## src/phy_tx_pkg.sv

```systemverilog
// shared constants and carrier types for the mac-side transmit port
package phy_tx_pkg;

  // ----------------------------------------------------------------
  // clock rates
  // ----------------------------------------------------------------
  localparam int CLK_HZ = 125_000_000;
  localparam int TX100_HZ = 25_000_000;
  localparam int TX10_HZ = 2_500_000;
  localparam int SERIAL_HZ = 10_000_000;
  localparam int RMII_REF_HZ = 50_000_000;

  // ----------------------------------------------------------------
  // fractional divider: the phase accumulator wraps at DIV_DEN and
  // toggles the transmit clock once per wrap
  // ----------------------------------------------------------------
  localparam int DIV_UNIT_HZ = 100_000;
  localparam int DIV_W = 12;
  localparam logic [DIV_W-1:0] DIV_DEN = DIV_W'(CLK_HZ / DIV_UNIT_HZ);

  // toggle step for a wanted output rate: two toggles per period
  function automatic logic [DIV_W-1:0] div_step(input int hz);
    div_step = DIV_W'(2 * (hz / DIV_UNIT_HZ));
  endfunction : div_step

  localparam logic [DIV_W-1:0] STEP_100 = div_step(TX100_HZ);
  localparam logic [DIV_W-1:0] STEP_10 = div_step(TX10_HZ);
  localparam logic [DIV_W-1:0] STEP_SERIAL = div_step(SERIAL_HZ);

  // ----------------------------------------------------------------
  // data unit widths per mode
  // ----------------------------------------------------------------
  localparam logic [2:0] BITS_NIBBLE = 3'h4;
  localparam logic [2:0] BITS_DIBIT = 3'h2;
  localparam logic [2:0] BITS_SERIAL = 3'h1;
  localparam logic [5:0] CFG_SETTLE = 6'h3F;

  typedef enum logic [1:0] {
    MODE_MII,
    MODE_RMII,
    MODE_SERIAL
  } tx_mode_t;

  // one captured transmit unit handed to the line side
  typedef struct packed {
    logic frame;
    logic valid;
    logic last;
    logic [2:0] bits;
    logic [3:0] data;
  } tx_unit_t;

endpackage : phy_tx_pkg

```

## src/tx_clk_divider.sv

```systemverilog
// fractional clock divider producing the device-sourced transmit clock
`timescale 1ns/10ps
module tx_clk_divider
  import phy_tx_pkg::*;
(
  // clock and reset
  input wire logic clk_i,
  input wire logic rst_b_i,
  // control
  input wire logic run_i,
  input wire logic [DIV_W-1:0] step_i,
  // generated clock and its edges
  output logic clk_o,
  output logic rise_o
);

  typedef struct packed {
    logic [DIV_W-1:0] acc;
    logic clk;
    logic rise;
  } div_state_t;

  div_state_t st_r;
  div_state_t st_nxt;
  logic [DIV_W:0] sum;

  always_comb begin
    st_nxt = st_r;
    st_nxt.rise = 1'b0;
    sum = {1'b0, st_r.acc} + {1'b0, step_i};
    if (!run_i) begin
      // parked low so the pin stays quiet in modes that do not use it
      st_nxt.acc = '0;
      st_nxt.clk = 1'b0;
    end else if (sum >= {1'b0, DIV_DEN}) begin
      st_nxt.acc = DIV_W'(sum - {1'b0, DIV_DEN});
      st_nxt.clk = ~st_r.clk;
      st_nxt.rise = ~st_r.clk;
    end else begin
      st_nxt.acc = DIV_W'(sum);
    end
  end

  always_ff @(posedge clk_i or negedge rst_b_i) begin
    if (!rst_b_i) begin
      st_r <= '0;
    end else begin
      st_r <= st_nxt;
    end
  end

  assign clk_o = st_r.clk;
  assign rise_o = st_r.rise;

endmodule : tx_clk_divider

```

## src/phy_mac_transmit_port.sv

```systemverilog
// transmit half of the mac-side data interface (nibble, dibit, serial)
//
// Behaviour
// - nibble mode drives transmit clock at 25 MHz or 2.5 MHz per speed.
// - dibit mode parks transmit clock; 50 MHz reference times the data.
// - serial mode drives transmit clock at 10 MHz.
// - nibble mode: enable high means a valid four-bit nibble is present.
// - dibit mode: enable high means a valid two-bit symbol on bits 1:0.
// - serial mode: enable high means valid data on the single bit.
// - nibble mode captures data on rising edges of our transmit clock.
// - dibit mode captures data on rising edges of the 50 MHz reference.
// - serial mode captures the data bit on our 10 MHz transmit clock.
`timescale 1ns/10ps
module phy_mac_transmit_port
  import phy_tx_pkg::*;
(
  // clock and reset
  input wire logic clk_i,
  input wire logic rst_b_i,
  // configuration, from logic on clk_i
  input wire tx_mode_t mode_i,
  input wire logic speed_100_i,
  // mac-side pins
  input wire logic ref_clock_in_i,
  input wire logic tx_en_i,
  input wire logic [3:0] txd_i,
  output logic tx_clk_o,
  // captured units toward the line side
  output tx_unit_t unit_o
);

  // ----------------------------------------------------------------
  // state
  // ----------------------------------------------------------------
  typedef struct packed {
    logic en_s1;
    logic en_s2;
    logic [3:0] d_s1;
    logic [3:0] d_s2;
    logic ref_s1;
    logic ref_s2;
    logic ref_s3;
    tx_unit_t unit;
  } port_state_t;

  port_state_t st_r;
  port_state_t st_nxt;
  logic div_run;
  logic [DIV_W-1:0] div_step_sel;
  logic div_rise;
  logic cap;

  // ----------------------------------------------------------------
  // transmit clock source
  // ----------------------------------------------------------------
  always_comb begin
    div_run = 1'b0;
    div_step_sel = STEP_100;
    unique case (mode_i)
      MODE_MII: begin
        div_run = 1'b1;
        div_step_sel = speed_100_i ? STEP_100 : STEP_10;
      end
      MODE_SERIAL: begin
        div_run = 1'b1;
        div_step_sel = STEP_SERIAL;
      end
      MODE_RMII: begin
        div_run = 1'b0;
      end
      default: begin
        div_run = 1'b0;
      end
    endcase
  end

  tx_clk_divider u_div (
    .clk_i(clk_i),
    .rst_b_i(rst_b_i),
    .run_i(div_run),
    .step_i(div_step_sel),
    .clk_o(tx_clk_o),
    .rise_o(div_rise)
  );

  // ----------------------------------------------------------------
  // capture
  // ----------------------------------------------------------------
  // pins and the reference clock go through matching two-stage synchronisers,
  // so a sample taken at a synchronised reference rise sees the unit the
  // controller launched on that same edge; at a divider rise it sees the unit launched one rise earlier
  always_comb begin
    st_nxt = st_r;
    st_nxt.en_s1 = tx_en_i;
    st_nxt.en_s2 = st_r.en_s1;
    st_nxt.d_s1 = txd_i;
    st_nxt.d_s2 = st_r.d_s1;
    st_nxt.ref_s1 = ref_clock_in_i;
    st_nxt.ref_s2 = st_r.ref_s1;
    st_nxt.ref_s3 = st_r.ref_s2;
    st_nxt.unit.valid = 1'b0;
    st_nxt.unit.last = 1'b0;
    if (mode_i == MODE_RMII) begin
      cap = st_r.ref_s2 & ~st_r.ref_s3;
    end else begin
      cap = div_rise;
    end
    if (cap) begin
      if (st_r.en_s2) begin
        st_nxt.unit.frame = 1'b1;
        st_nxt.unit.valid = 1'b1;
        unique case (mode_i)
          MODE_RMII: begin
            st_nxt.unit.bits = BITS_DIBIT;
            st_nxt.unit.data = {2'h0, st_r.d_s2[1:0]};
          end
          MODE_SERIAL: begin
            st_nxt.unit.bits = BITS_SERIAL;
            st_nxt.unit.data = {3'h0, st_r.d_s2[0]};
          end
          default: begin
            st_nxt.unit.bits = BITS_NIBBLE;
            st_nxt.unit.data = st_r.d_s2;
          end
        endcase
      end else if (st_r.unit.frame) begin
        // enable low at a capture edge closes the frame
        st_nxt.unit.frame = 1'b0;
        st_nxt.unit.last = 1'b1;
      end
    end
  end

  always_ff @(posedge clk_i or negedge rst_b_i) begin
    if (!rst_b_i) begin
      st_r <= '0;
    end else begin
      st_r <= st_nxt;
    end
  end

  assign unit_o = st_r.unit;

  // ----------------------------------------------------------------
  // checks
  // ----------------------------------------------------------------
  // config age counter: clock period checks only hold once a mode has settled; the dibit park check holds from age 3
  logic [5:0] cfg_age_r;
  tx_mode_t mode_d_r;
  logic speed_d_r;
  logic cfg_ok;

  always_ff @(posedge clk_i or negedge rst_b_i) begin
    if (!rst_b_i) begin
      cfg_age_r <= 6'h00;
      mode_d_r <= MODE_MII;
      speed_d_r <= 1'b0;
    end else begin
      mode_d_r <= mode_i;
      speed_d_r <= speed_100_i;
      if (mode_i != mode_d_r || speed_100_i != speed_d_r) begin
        cfg_age_r <= 6'h00;
      end else if (cfg_age_r != CFG_SETTLE) begin
        cfg_age_r <= cfg_age_r + 6'h01;
      end
    end
  end

  assign cfg_ok = (cfg_age_r == CFG_SETTLE);
endmodule : phy_mac_transmit_port

```

## config.mk

```make
export PLATFORM = sky130hd
export DESIGN_NAME = phy_mac_transmit_port
export DESIGN_NICKNAME = d
export VERILOG_FILES = /design/src/phy_tx_pkg.sv /design/src/tx_clk_divider.sv /design/src/phy_mac_transmit_port.sv
export SDC_FILE = /design/constraint.sdc
export NUM_CORES = 1
export LEC_CHECK = 0
export ABC_AREA = 1
export ABC_CLOCK_PERIOD_IN_PS = 2300
export BUFFER_PORTS_ARGS = -buffer_cell sky130_fd_sc_hd__buf_2
export CORE_ASPECT_RATIO = 1.1
export CORE_UTILIZATION = 35
export CTS_CLUSTER_SIZE = 25
export DETAILED_ROUTE_END_ITERATION = 12
export GPL_TIMING_DRIVEN = 0
export PLACE_DENSITY = 0.52
export SYNTH_ARGS = -nofsm -noshare
export SYNTH_HDL_FRONTEND = slang
export SYNTH_SLANG_ARGS = --single-unit
```

## constraint.sdc

```tcl
create_clock -name clk_i -period 2.3 [get_ports clk_i]
set_input_delay 0.46 -clock clk_i [delete_from_list [all_inputs] [get_ports clk_i]]
set_output_delay 0.46 -clock clk_i [all_outputs]
set_load 0.01 [all_outputs]
```

==> flow_summary_export.csv <==
group,metric,value,unit
worst_setup_path,cp.depth,21,
cells_and_area,fin_cells,433,
place,place_area,2670,um^2
synth,synth_top_cell_area_share,38.22,%
synth,syn_area,2357,um^2
die,io_pins,22,
place,io_buffers,21,
clock_network,insertion_delay,0.28,ns
synth,synth_top_family_by_area,"simple AND/OR/NAND/NOR gates",
worst_setup_path,path_buf_inv,6,
synth,synthMostInstantiatedCell,"nand2_1",
worst_setup_path,endpoint_kind,"flip-flop",
sta,max_clock_freq,0.3662,GHz
synth,yosysSeqAreaShare,38.22,%
clock_network,numCtsBuffers,5,
worst_setup_path,path_max_fanout,5,
synth,synth_edf_count,0,
sta,worst_pin_slew,0.8046,ns
synth,synth_cell_types,27,
routing,firstDrtPassIters,5,
synth,synth_nets,322,
worst_setup_path,worstSetupPathType,"primary input to flip-flop",
die,core-area,6555,um^2
synth,yosysTopAreaCell,"dfrtp_1",
cells_and_area,fillCellCount,641,
sta,setup_viol,13,
worst_setup_path,crit_path_cell_trace,"buf_12 > inv_12 > ha_4 > inv_4 > nor2_4 > ha_4 > inv_2 > fa_2 > ha_4 > nand2_4 > nor2_4 > nor2_4 > nand2_4 > nand2_4 > nand2_8 > nand3_4 > buf_12 > buf_12 > nand2_4 > nand2_4 > nor2_4",
synth,synthTopCellsByArea,"dfrtp_1 38%, nand2_1 12%, ha_1 7.4%",
clock_network,cts_tree,"built",
sta,fin_ws,-0.4306,ns
die,initial_utilization,35.96,%
grt,grtUsageTotal,15.97,%
cells_and_area,final_core_util,48.60,%
synth,ys_ff_latch,36,
grt,grt_max_degree,37,
synth,yosys-top-cells-count,"77 x nand2_1, 39 x inv_1, 36 x dfrtp_1, 23 x nor2_1, 22 x nand3_1",
synth,synth-adder-area-share,8.280,%
worst_setup_path,slowest_delay,0.59,ns
worst_setup_path,critical_path_required,2.51,ns
grt,grt_pass1_vias,1803,
routing,drtIter0Drc,63,
sta,period_share,118.7,%
hold_path,hold_path.class,"primary input to asynchronous set/reset pin",
cells_and_area,area_growth_syn_to_layout,35.14,%
grt,grt_pass1_wl,8569,um
status,status,"finished with violations",
worst_setup_path,worstSetupStartpointType,"primary input",
routing,drt_wl_total,5188,um
worst_setup_path,crit_family,"adder cells",
synth,async_flop_share,100.0,%
sta,slew_viol_final,0,
worst_setup_path,crit_top_cell,"nand2_4",
routing,wl_per_cell,11.98,um
synth,synth_cells,296,
synth,yosysWarnings,0,
sta,slew_headroom,46.36,%
synth,synth-simple-area-share,37.10,%
routing,num_vias,1966,
worst_setup_path,r2r_cells,16,
worst_setup_path,worstPathArrival,2.94,ns
synth,synthFlopType,"dfrtp_1",
worst_setup_path,crit_slowest_cell,"fa_2",
die,rows,31,
power_and_ir_drop,p_leak,1.649,nW
cells_and_area,drive_gt1_share,40.74,%
routing,ant_nets,0,
synth,synthMuxAreaShare,0,%
cells_and_area,diodes,0,
power_and_ir_drop,p_per_area,1490,nW/um^2
die,die-width,80.25,um
status,violations,"negative setup slack",
clock_network,clk_pin_slew,0.07,ns
grt,antenna_found_initial,0,
clock_network,cts_max_level,2,
cells_and_area,design_area,3186,um^2
clock_network,clock_sinks,36,
routing,vias_per_cell,4.540,
run,maxCapViolations,0,
synth,synth_compound_area_share,3.450,%
sta,finalHoldViolCount,0,
sta,clock_skew,0.006995,ns
power_and_ir_drop,ir_worst_vdd,773.0,uV
place,dpl.cell_count,399,
place,hpwl,3643,um
place,gp_congestion,0.7999,
sta,min_period,2.731,ns
sta,rsz0062_at_grt,"yes",
clock_network,cts_root_buffer,"clkbuf_8",
die,die_h,88.08,um
synth,synthXorXnorAreaFrac,2.229,%
cells_and_area,nets,376,
place,pre_cts_slack,-0.9635,ns
clock_network,clockBufferDepth,2,
grt,grt-ovfl-total,0,
die,dieArea,7068,um^2
synth,postSynthAreaPerCell,7.964,um^2
routing,remaining_drc_errors,0,
-- cell families after synthesis --
kind of cell | after synthesis
flops | 36
xor+xnor | 6
compound gates | 15
simple gates | 170
buf+inv | 54
fa+ha+maj | 15
-- cells in the final DEF, fill, tap and decap left out, types with 12 or more instances in the layout --
cell type	Yosys	layout
nor2_1	23	18
nand3_1	22	18
inv_1	39	31
buf_4	10	33
nand2_1	77	67
dfrtp_1	36	36
buf_2	1	20
nand2_4	5	12
nand2_2	18	21
-- final timing paths --
check,start,to,slack [ns]
worst max-delay path,mode_i[0],u_div.st_r[9],-0.43
worst min-delay path,rst_b_i,u_div.st_r[7],0.27
worst max register to register,u_div.st_r[3],u_div.st_r[9],-0.11
worst min register to register,st_nxt[21],st_r[21],0.35
max in group asynchronous,rst_b_i,st_r[15],1.53
min in group clk_i,txd_i[0],st_nxt[13],0.28
-- metal layers --
layer	share of wire [%]	GRT usage (%)	vias to the layer above
li1	-	-	1021
met1	45	20.23	897
met2	51	27.89	44
met3	2.6	2.813	4
met4	0.81	4.383	0
met5	0	0	-
-- power breakdown --
part	total (mW)	switching [mW]	leakage, nW	internal [mW]
logic	3.31	1.80	1.14	1.51
clock network	0.537	0.216	0.0552	0.321
registers	0.899	0.103	0.454	0.795
-- cell type report --
cell class	count	area, um^2	share of cell area (%)
Clock inverter	2	35.03	1.100
Clock buffer	6	72.57	2.278
Sequential cell	36	900.9	28.28
Multi-Input combinational cell	206	1429	44.85
Timing Repair Buffer	47	354.1	11.12
Tap cell	82	102.6	3.221
Buffer	13	103.9	3.260
Inverter	41	187.7	5.892
-- stage by stage --
stage | power [mW] | hold WS [ns] | setup TNS [ns]
6_report | 4.746 | 0.2651 | -4.469
5_1_grt | 5.169 | 0.2623 | -5.775
4_1_cts | 4.563 | 0.2657 | -4.363
3_5_place_dp | 3.348 | 0.3347 | -11.62
3_3_place_gp | 3.325 | 0.3334 | -11.67
2_1_floorplan | 2.902 | 0.1644 | -4.135
-- what timing repair did --
item | 4_1_cts | 5_1_grt
hold buffers | 0 | 0
endpoints found under the setup margin | 13 | 13
gates cloned | 1 | 0
resized for setup | 31 | 15
pin swaps | 22 | 10
setup buffers | 17 | 9
-- flip-flops by register name, summed over array words and instances (netlist names) --
register and cells:
st_nxt 7, u_div.st_r 11, unit_o 10, u_div.rise_o 1, st_r 6, u_div.clk_o 1
No activity file was read; power rests on OpenSTA's default activity.
